**src/sspf_pkg.sv**
```systemverilog
/*
 Package for the serial status flag logic: register offsets, bit positions,
 reset values and the frame-event state encoding.
 Assumes: included before all design files of this block.
*/
package sspf_pkg;
    localparam logic [1:0] SSPF_ADDR_STATUS = 2'h0;
    localparam logic [1:0] SSPF_ADDR_CONTROL = 2'h1;
    localparam logic [1:0] SSPF_ADDR_IRQ_STAT = 2'h2;
    localparam logic [1:0] SSPF_ADDR_IRQ_MASK = 2'h3;

    localparam int SSPF_BIT_TDE = 7;
    localparam int SSPF_BIT_RDF = 6;
    localparam int SSPF_BIT_OVR = 5;
    localparam int SSPF_BIT_FRM = 4;
    localparam int SSPF_BIT_PAR = 3;
    localparam int SSPF_BIT_TCO = 2;
    localparam int SSPF_BIT_ARX = 1;
    localparam int SSPF_BIT_ATX = 0;

    localparam int SSPF_CTL_TXEN = 0;
    localparam int SSPF_CTL_RXEN = 1;
    localparam int SSPF_CTL_AFEN = 2;
    localparam int SSPF_CTL_TDIE = 3;
    localparam int SSPF_CTL_MPMODE = 4;

    localparam logic [7:0] SSPF_STATUS_RESET = 8'h84;
    localparam logic [7:0] SSPF_CLEARABLE = 8'hF8;
    localparam logic [4:0] SSPF_CONTROL_RESET = 5'h00;

    // Interrupt status bits
    localparam int SSPF_IRQ_TDE = 0;
    localparam int SSPF_IRQ_RDF = 1;
    localparam int SSPF_IRQ_ERR = 2;
    localparam int SSPF_IRQ_TCO = 3;
    localparam int SSPF_IRQ_W = 4;

    typedef enum logic [1:0] {
        SSPF_RX_IDLE = 2'b00,
        SSPF_RX_ACCEPT = 2'b01,
        SSPF_RX_SKIP = 2'b11
    } sspf_rxdec_t;
endpackage

```
**src/serial_status_flag_logic.sv**
```systemverilog
/*
 Status flag logic of the serial port: status register, control bits,
 interrupt status/mask and the flag events from the shift engines.
 Assumes: shift engines give one-cycle event pulses on sys_clk with side
 bits valid in the same cycle; register port strobes are one cycle long.
*/
// Operation
// RULE1 - Transmit-empty set when disabled or byte moved
// RULE2 - Transmit-empty clears by read-1 then write-0
// RULE3 - Receive-full set on good reception
// RULE4 - Receive-full clears by read-1 then write-0
// RULE5 - Receive-full unchanged when receiver disabled
// RULE6 - Overrun set on receive while full
// RULE7 - Framing error set on zero stop bit
// RULE8 - Only the first stop bit checked
// RULE9 - Parity error set on parity mismatch
// RULE10 - Transmit-end read-only, set, cleared with empty
// RULE11 - Received address bit captured, held when disabled
// RULE12 - Address bit to send from bit zero
// RULE13 - Writing one never sets a flag
// RULE14 - Address filter skips zero-bit characters
// RULE15 - Transmit-end request gated by its enable
// RULE16 - Transmit and receive gated by enables
module serial_status_flag_logic
    import sspf_pkg::*;
(
    input wire logic sys_clk,
    input wire logic reset_n,
    input wire logic [1:0] regAddr,
    input wire logic [7:0] regWrData,
    input wire logic regWrStb,
    input wire logic regRdStb,
    output logic [7:0] regRdData,
    input wire logic txLoad,
    input wire logic txLastBit,
    input wire logic rxDone,
    input wire logic rxAddrBit,
    input wire logic rxFirstStop,
    input wire logic rxParityBad,
    output logic txEnable,
    output logic rxEnable,
    output logic txAddrBit,
    output logic txHoldingFull,
    output logic txDoneIrq,
    output logic irq
);
    typedef struct packed {
        logic [7:0] status;
        logic [4:0] control;
        logic [SSPF_IRQ_W-1:0] irqStat;
        logic [SSPF_IRQ_W-1:0] irqMask;
        logic [7:0] rdData;
    } sspf_state_t;
    sspf_state_t st_r, st_nxt;

    logic rdStatus;
    logic wrStatus;
    logic [4:0] clearReq;
    logic accept;
    logic filterRelease;
    logic filterOn;
    logic rxEv;
    logic txLoadEv;
    logic txLastEv;

    assign rdStatus = regRdStb && (regAddr == SSPF_ADDR_STATUS);
    assign wrStatus = regWrStb && (regAddr == SSPF_ADDR_STATUS);
    assign filterOn = st_r.control[SSPF_CTL_AFEN] && st_r.control[SSPF_CTL_MPMODE];
    assign rxEv = rxDone && st_r.control[SSPF_CTL_RXEN]; // RULE16
    assign txLoadEv = txLoad && st_r.control[SSPF_CTL_TXEN]; // RULE16
    assign txLastEv = txLastBit && st_r.control[SSPF_CTL_TXEN]; // RULE16

    sspf_clear_arm #(
        .W(5)
    ) u_clear (
        .sys_clk(sys_clk),
        .reset_n(reset_n),
        .flagNow(st_r.status[7:3]),
        .rdSeen(rdStatus),
        .wrSeen(wrStatus),
        .wrData(regWrData[7:3]),
        .clearReq(clearReq)
    );

    sspf_rx_decide u_rxdec (
        .sys_clk(sys_clk),
        .reset_n(reset_n),
        .rxDone(rxEv),
        .rxAddrBit(rxAddrBit),
        .filterOn(filterOn),
        .accept(accept),
        .skip(),
        .filterRelease(filterRelease)
    );

    always_comb begin
        logic [7:0] s;
        logic tdeSet;
        logic rdfSet;
        logic ovrSet;
        logic frmSet;
        logic parSet;
        logic tcoSet;
        logic [SSPF_IRQ_W-1:0] ev;
        s = st_r.status;
        ev = '0;
        {tdeSet, rdfSet, ovrSet, frmSet, parSet, tcoSet} = 6'h00;
        st_nxt = st_r;

        // Clears first so that a same-cycle set wins
        if (clearReq[4]) begin
            s[SSPF_BIT_TDE] = 1'b0; // RULE2
            s[SSPF_BIT_TCO] = 1'b0; // RULE10
        end
        if (clearReq[3]) begin
            s[SSPF_BIT_RDF] = 1'b0; // RULE4
        end
        if (clearReq[2]) begin
            s[SSPF_BIT_OVR] = 1'b0; // RULE6
        end
        if (clearReq[1]) begin
            s[SSPF_BIT_FRM] = 1'b0; // RULE7
        end
        if (clearReq[0]) begin
            s[SSPF_BIT_PAR] = 1'b0; // RULE9
        end

        tdeSet = !st_r.control[SSPF_CTL_TXEN] || txLoadEv; // RULE1
        tcoSet = !st_r.control[SSPF_CTL_TXEN] || (txLastEv && st_r.status[SSPF_BIT_TDE]); // RULE10
        // Stop check uses only the first stop bit; a second one is never looked at
        frmSet = accept && !rxFirstStop; // RULE7 RULE8
        ovrSet = accept && st_r.status[SSPF_BIT_RDF]; // RULE6
        rdfSet = accept && rxFirstStop && !rxParityBad && !st_r.status[SSPF_BIT_RDF]; // RULE3
        parSet = accept && rxParityBad; // RULE9
        if (tdeSet) begin
            s[SSPF_BIT_TDE] = 1'b1;
        end
        if (tcoSet) begin
            s[SSPF_BIT_TCO] = 1'b1;
        end
        if (rdfSet) begin
            s[SSPF_BIT_RDF] = 1'b1;
        end
        if (ovrSet) begin
            s[SSPF_BIT_OVR] = 1'b1;
        end
        if (frmSet) begin
            s[SSPF_BIT_FRM] = 1'b1;
        end
        if (parSet) begin
            s[SSPF_BIT_PAR] = 1'b1;
        end
        // Receiver disable leaves receive-full and address bit alone
        if (accept) begin
            s[SSPF_BIT_ARX] = rxAddrBit; // RULE11 RULE5
        end
        if (wrStatus) begin
            s[SSPF_BIT_ATX] = regWrData[SSPF_BIT_ATX]; // RULE12 RULE13
        end
        st_nxt.status = s;

        if (regWrStb && regAddr == SSPF_ADDR_CONTROL) begin
            st_nxt.control = regWrData[4:0];
        end
        if (filterRelease) begin
            st_nxt.control[SSPF_CTL_AFEN] = 1'b0; // RULE14
        end

        ev[SSPF_IRQ_TDE] = txLoadEv;
        ev[SSPF_IRQ_RDF] = rdfSet;
        ev[SSPF_IRQ_ERR] = ovrSet || frmSet || parSet;
        ev[SSPF_IRQ_TCO] = txLastEv && st_r.status[SSPF_BIT_TDE];
        if (regWrStb && regAddr == SSPF_ADDR_IRQ_STAT) begin
            st_nxt.irqStat = st_r.irqStat & ~regWrData[SSPF_IRQ_W-1:0];
        end
        st_nxt.irqStat = st_nxt.irqStat | ev;
        if (regWrStb && regAddr == SSPF_ADDR_IRQ_MASK) begin
            st_nxt.irqMask = regWrData[SSPF_IRQ_W-1:0];
        end

        st_nxt.rdData = 8'h00;
        if (regRdStb) begin
            case (regAddr)
                SSPF_ADDR_STATUS: begin
                    st_nxt.rdData = st_r.status;
                end
                SSPF_ADDR_CONTROL: begin
                    st_nxt.rdData = {3'h0, st_r.control};
                end
                SSPF_ADDR_IRQ_STAT: begin
                    st_nxt.rdData = {4'h0, st_r.irqStat};
                end
                SSPF_ADDR_IRQ_MASK: begin
                    st_nxt.rdData = {4'h0, st_r.irqMask};
                end
                default: begin
                    st_nxt.rdData = 8'h00;
                end
            endcase
        end
    end

    always_ff @(posedge sys_clk or negedge reset_n) begin
        if (!reset_n) begin
            st_r <= '{status: SSPF_STATUS_RESET, control: SSPF_CONTROL_RESET,
                      irqStat: '0, irqMask: '0, rdData: 8'h00};
        end else begin
            st_r <= st_nxt;
        end
    end

    assign regRdData = st_r.rdData;
    assign txEnable = st_r.control[SSPF_CTL_TXEN];
    assign rxEnable = st_r.control[SSPF_CTL_RXEN];
    assign txAddrBit = st_r.status[SSPF_BIT_ATX];
    assign txHoldingFull = !st_r.status[SSPF_BIT_TDE];
    // Request follows the flag level, so it drops with the clear sequence
    assign txDoneIrq = st_r.status[SSPF_BIT_TCO] && st_r.control[SSPF_CTL_TDIE]; // RULE15
    assign irq = |(st_r.irqStat & st_r.irqMask);
endmodule

```
**src/sspf_clear_arm.sv**
```systemverilog
/*
 Per-flag read-then-write clear qualifier for the clearable status flags.
 Assumes: rdSeen pulses when software reads the status register.
*/
module sspf_clear_arm
    import sspf_pkg::*;
#(
    parameter int W = 5
) (
    input wire logic sys_clk,
    input wire logic reset_n,
    input wire logic [W-1:0] flagNow,
    input wire logic rdSeen,
    input wire logic wrSeen,
    input wire logic [W-1:0] wrData,
    output logic [W-1:0] clearReq
);
    typedef struct packed {
        logic [W-1:0] armed;
    } sspf_arm_t;
    sspf_arm_t st_r, st_nxt;

    always_comb begin
        st_nxt = st_r;
        clearReq = '0;
        for (int i = 0; i < W; i++) begin
            // Only a write of 0 after reading 1 clears; writing 1 does nothing
            if (wrSeen && st_r.armed[i] && !wrData[i]) begin // RULE2 RULE4 RULE13
                clearReq[i] = 1'b1;
            end
            if (wrSeen) begin
                st_nxt.armed[i] = 1'b0;
            end
            if (rdSeen) begin
                st_nxt.armed[i] = flagNow[i];
            end
        end
    end

    always_ff @(posedge sys_clk or negedge reset_n) begin
        if (!reset_n) begin
            st_r <= '0;
        end else begin
            st_r <= st_nxt;
        end
    end
endmodule

```
**src/sspf_rx_decide.sv**
```systemverilog
/*
 Classifies each completed reception: accepted, or skipped by the
 address filter.
 Assumes: rxDone is a one-cycle pulse with its side bits valid alongside.
*/
module sspf_rx_decide
    import sspf_pkg::*;
(
    input wire logic sys_clk,
    input wire logic reset_n,
    input wire logic rxDone,
    input wire logic rxAddrBit,
    input wire logic filterOn,
    output logic accept,
    output logic skip,
    output logic filterRelease
);
    typedef struct packed {
        sspf_rxdec_t dec;
    } sspf_dec_st_t;
    sspf_dec_st_t st_r, st_nxt;

    always_comb begin
        st_nxt = st_r;
        accept = 1'b0;
        skip = 1'b0;
        filterRelease = 1'b0;
        case (st_r.dec)
            SSPF_RX_IDLE,
            SSPF_RX_ACCEPT,
            SSPF_RX_SKIP: begin
                st_nxt.dec = SSPF_RX_IDLE;
                if (rxDone) begin
                    if (filterOn && !rxAddrBit) begin
                        skip = 1'b1; // RULE14
                        st_nxt.dec = SSPF_RX_SKIP;
                    end else begin
                        accept = 1'b1;
                        filterRelease = filterOn; // RULE14
                        st_nxt.dec = SSPF_RX_ACCEPT;
                    end
                end
            end
            default: begin
                st_nxt.dec = SSPF_RX_IDLE;
            end
        endcase
    end

    always_ff @(posedge sys_clk or negedge reset_n) begin
        if (!reset_n) begin
            st_r <= '{dec: SSPF_RX_IDLE};
        end else begin
            st_r <= st_nxt;
        end
    end
endmodule
```
**config.mk**
```make
export PLATFORM = sky130hd
export DESIGN_NAME = serial_status_flag_logic
export DESIGN_NICKNAME = d
export VERILOG_FILES = /design/src/sspf_pkg.sv /design/src/serial_status_flag_logic.sv /design/src/sspf_clear_arm.sv /design/src/sspf_rx_decide.sv
export SDC_FILE = /design/constraint.sdc
export NUM_CORES = 1
export LEC_CHECK = 0
export ABC_AREA = 1
export BUFFER_PORTS_ARGS = -buffer_cell sky130_fd_sc_hd__buf_2
export CORE_AREA = 5 5 61 63
export CTS_CLUSTER_SIZE = 14
export DETAILED_ROUTE_END_ITERATION = 7
export DIE_AREA = 0 0 66 68
export HOLD_SLACK_MARGIN = 0.15
export PLACE_DENSITY = 0.86
export REMOVE_ABC_BUFFERS = 1
export SLEW_MARGIN = 15
export SYNTH_ARGS = -nofsm -noshare
export SYNTH_HDL_FRONTEND = slang
export SYNTH_SLANG_ARGS = --single-unit
```
**constraint.sdc**
```tcl
create_clock -name sys_clk -period 2.47 [get_ports sys_clk]
set_clock_uncertainty 0.05 [all_clocks]
set_input_delay 0.1235 -clock sys_clk [delete_from_list [all_inputs] [get_ports sys_clk]]
set_output_delay 0.1235 -clock sys_clk [all_outputs]
set_load 0.03 [all_outputs]
```
# Word level (Yosys, flattened, before mapping)
# Index checks and enable logic that the tools add are counted.
[word_totals] ff_bits=36 latchBits=0 ram_bits=0 romBits=0 input_bits=20 output_inout_bits=14 elab_cells=115 mem_count=0
[classes] addsub=0 n_mul=0 div=0 n_lt_le_gt_ge=0 eq_ne=5 n_shift=0 muxes=36 bitwise=4 n_reduce_logical=55
[ops] operator="$pmux 8 s4" n=1
[ops] operator="$mux 1" n=29
[ops] operator="$logic_and 1x1->1" n=28
[ops] operator="$reduce_bool 2->1" n=8
[ops] operator="$logic_not 1->1" n=11
[ops] operator="$and 4x4->4" n=2
[ops] operator="$mux 8" n=1
[ops] operator="$eq 2x2->1 const B" n=3
[ops] operator="$mux 2" n=3
[ops] operator="$eq 2x1->1 const B" n=2
[ops] operator="$logic_not 2->1" n=2
[ops] operator="$logic_or 1x1->1" n=4
[ops] operator="$mux 4" n=1
[ops] operator="$not 4->4" n=1
[ops] operator="$or 4x4->4" n=1
[ops] operator="$reduce_or 4->1" n=1
[ops] operator="$mux 3" n=1
[ops] operator="$reduce_or 3->1" n=1

# Logic depth before layout (Yosys ltp)
[logic_depth] depth_word=9 ltp_mapped=6

# Modules after synthesis
# From an unflattened synthesis, not the netlist that was laid out.
[hier_totals] hier_cells=213 area_unflattened_um2=1675.4
[by_module_without_submodules] mod="serial_status_flag_logic" instances=1 cells_per_inst=169 area_each_um2=1343.8
[by_module_without_submodules] mod="sspf_clear_arm" instances=1 cells_per_inst=31 area_each_um2=230.2
[by_module_without_submodules] mod="sspf_rx_decide" instances=1 cells_per_inst=13 area_each_um2=101.3

# Least setup slack after synthesis
# OpenSTA, ideal clock, no wires.
[synth_timing] path_type="register -> register" startpoint="register st_r (netlist bit rxEnable)" endpoint="register st_r[24] (netlist name)" setup_time_ns=0.065 arrival_time_ns=1.048 t_required_ns=2.355 path_slack_ns=1.307 stages_incl_launch_ff=7 path_buffers=0 period_less_slack_ns=1.163 cell_sequence="dfrtp_1 nand2_1 inv_1 nand2_1 nor2_1 nand2_1 nand2_1"
[synth_via] elab_chain_len=5
[synth_lines] item="from (decl)" line="serial_status_flag_logic.sv:54" text="sspf_state_t st_r, st_nxt;"
[synth_lines] item="from (signal assigned)" line="serial_status_flag_logic.sv:205" text="st_r <= '{status: SSPF_STATUS_RESET, control: SSPF_CONTROL_RESET,"
[synth_lines] item="from (signal assigned)" line="serial_status_flag_logic.sv:208" text="st_r <= st_nxt;"
[synth_lines] item="$logic_and 1x1->1 (*)" line="serial_status_flag_logic.sv:69" text="assign rxEv = rxDone && st_r.control[SSPF_CTL_RXEN];"
[synth_lines] item="$mux 1 (*)" line="sspf_rx_decide.sv:33" text="if (rxDone) begin"
[synth_lines] item="$mux 1 (*)" line="sspf_rx_decide.sv:28" text="case (st_r.dec)"
[synth_lines] item="$logic_and 1x1->1 (*)" line="serial_status_flag_logic.sv:134" text="parSet = accept && rxParityBad;"
[synth_lines] item="$mux 1 or $reduce_bool 2->1 (tied branches)"
# Every way passes the cells marked *; elsewhere a longest branch is shown, timed or not.
# A chain may end at the register's enable or synchronous reset.

==> results.cfg <==
[outcome]
status = completed

[critical_path]
slowest_stage = dlygate4sd3_1
crit_arrival_ns = 1.87
criticalPathCategory = input port to flop
cp.required_ns = 2.67
worstPathCellList = dlygate4sd3_1 > buf_2 > inv_1 > nor2_1 > nand2_1 > nand2_1 > nand2_1 > dlygate4sd3_1
cp-start-kind = input port
cp_common_cell = nand2_1
slowest_delay_ns = 0.55
end_kind = flop
critPathMaxFanout = 7

[timing]
rsz0062_at_grt = false
setup_viol = 0
tns_ns = 0
slew_violations = 0
fin_crit_sh_pct = 67.44
hold_viol_final = 0
fmaxAchievable_mhz = 600.3
relSlewSlack_pct = 48.88
worst-slew-pin-transition_ns = 0.7668
fin_crit_ns = 1.666

[synth]
syn_inst = 204
muxShareOfSynthArea_pct = 0
synth_seq_cells = 36
synth_area_leaders = dfrtp_1 (52%), nand2_1 (17%), nand3_1 (6.4%)
synth_xor_area_share_pct = 0
synth_top_family_by_area = simple AND/OR/NAND/NOR gates
syn_area_mm2 = 0.001635
synth_top_area_share_pct = 52.03
yosys_warnings = 0
synth-compound-area-share_pct = 6.427
syn_avg_cell_area_um2 = 8.016
yosys.area_share.simple_pct = 28.39
ys_seq_area_share_pct = 55.24
synth_fa_ha_area_share_pct = 0
synth.largest_area_cell = dfrtp_1
synth.distinct_cells = 13

[flow_run]
cap_violations = 0

[global_route]
track_usage_pct = 18.78
grt_start_max_net_pins = 37
grt_pass1_vias = 1528
grt_pass1_wl_um = 6389
grt-ovfl-total = 0
antenna_found_initial = 0

[place]
dpl_cell_area_mm2 = 0.001785
hpwlAfterDp_um = 2645
portBuffers = 33
place_inst = 273
place.gp.congestion = 0.8481

[cells_and_area]
instances_no_fill = 303
fin_util_pct = 65.05
antenna_cells = 0
drive_above_1_share_pct = 16.73
syn2layout_area_growth_pct = 26.47
nets = 276
fin_area_mm2 = 0.002068
mostFrequentLayoutCells = nand2_1 (76), dfrtp_1 (34), buf_2 (33)
layout_commonest_cell = nand2_1

[power_and_ir_drop]
power_frac_comb_pct = 24.3
p_leak_nw = 1.121
internal_power_mw = 0.9800
power_density_mw_per_mm2 = 710.1
power_mw = 1.469
vdd_drop_max_mv = 0.3989
clockPowerShare_pct = 22.8
p_sw_share_pct = 33.27
p_switching_mw = 0.4886
seqPwrFrac_pct = 53.0

[clock_network]
htreeDepth = 2
postCtsSetupRepairBufs = 0
cts.sinks = 36
cts_inserted_buffers = 5
cts.path.max_buffers = 2
cts.repair.resized = 0
cts_tree = built
postCtsHoldBufs = 22
clk_latency_ns = 0.35
clk_pin_slew_ns = 0.11
root_buffer = clkbuf_4

[floorplan]
dieWidth_um = 66
fp.dieArea_mm2 = 0.004488
ioPinCount = 34
core_area_mm2 = 0.003179
row_count = 21
start_util_pct = 51.44
die_y_um = 68

[routing]
drc_errors = 0
firstDrtPassIters = 4
vias = 1488
routedWlPerCell_um = 12.20
routed_wl_um = 3698
ant_nets = 0
viasPerCell = 4.911
drt_iter0_drc = 148

[min_path]
hold_path_class = input port to flop
[final timing paths]
kind	start	to	slack, ns	cells after the start
setup / recovery	regWrStb	st_r[12]	0.80	8
hold / removal	regAddr[1]	regRdData[2]	0.18	5
setup reg to reg	rxEnable	st_r[24]	0.82	7
hold reg to reg	st_r[28]	st_r[28]	0.44	2
max in group asynchronous	reset_n	regRdData[1]	1.55	2
min in group asynchronous	reset_n	u_clear.st_r[3]	0.32	2
[per-stage QoR]
| step | setup slack, ns | hold WS, ns |
|---|---|---|
| after floorplan | 1.307 | -0.2221 |
| after global placement | 1.212 | 0.1932 |
| after detailed placement | 1.210 | 0.1990 |
| after CTS | 0.8332 | 0.1541 |
| after global routing | 0.6822 | 0.2110 |
| final | 0.8042 | 0.1766 |
[kinds of logic after synthesis]
group	Yosys count
AOI/OAI and AO/OA	21
buffers and inverters	34
DFF	36
and+or+nand+nor	113
[state kept, by name, summed over array words and instances, names as in the netlist]
signal and count:
regRdData 8, st_r 18, u_clear.st_r 5, txEnable 1, u_rxdec.st_r 2, rxEnable 1
txAddrBit 1
[power groups by stage]
stage                     logic (mW)  clock network (mW)  registers, mW
after floorplan                0.170                   0          0.809
after global placement         0.304                   0          0.786
after detailed placement       0.314                   0          0.787
after CTS                      0.358               0.342          0.776
after global routing           0.405               0.367          0.795
final                          0.356               0.334          0.778
[cell type report]
cell class	count	area (um^2)
fill	275	1111
multi-input combinational	134	569.3
tap	46	57.56
clock buffer	7	55.05
clock inverter	1	7.507
sequential	36	903.4
inverter	24	90.09
timing repair buffer	55	385.4
[Yosys cell counts]
cell type / count
nor2_1: 11
nand2_1: 76
buf_2: 1
nand4_1: 3
inv_1: 24
dfrtp_1: 34
nand3_1: 21
buf_4: 9
nor2_2: 1
dfstp_2: 2
o21ai_0: 19
a21oi_1: 2
nand3b_1: 1
[layer usage]
metal | global-route usage [%] | vias up | wire, um
li1 | - | 736 | -
met3 | 5.419 | 8 | 229
met1 | 23.04 | 699 | 1572
met2 | 31.54 | 45 | 1831
met5 | 0 | - | 0
met4 | 7.107 | 0 | 64
[critical path, delay by kind of cell]
kind / cells / cell delay (ns)
buf+inv: 4 / 1.30
simple gates: 4 / 0.45
No activity file was read; power rests on OpenSTA's default activity.
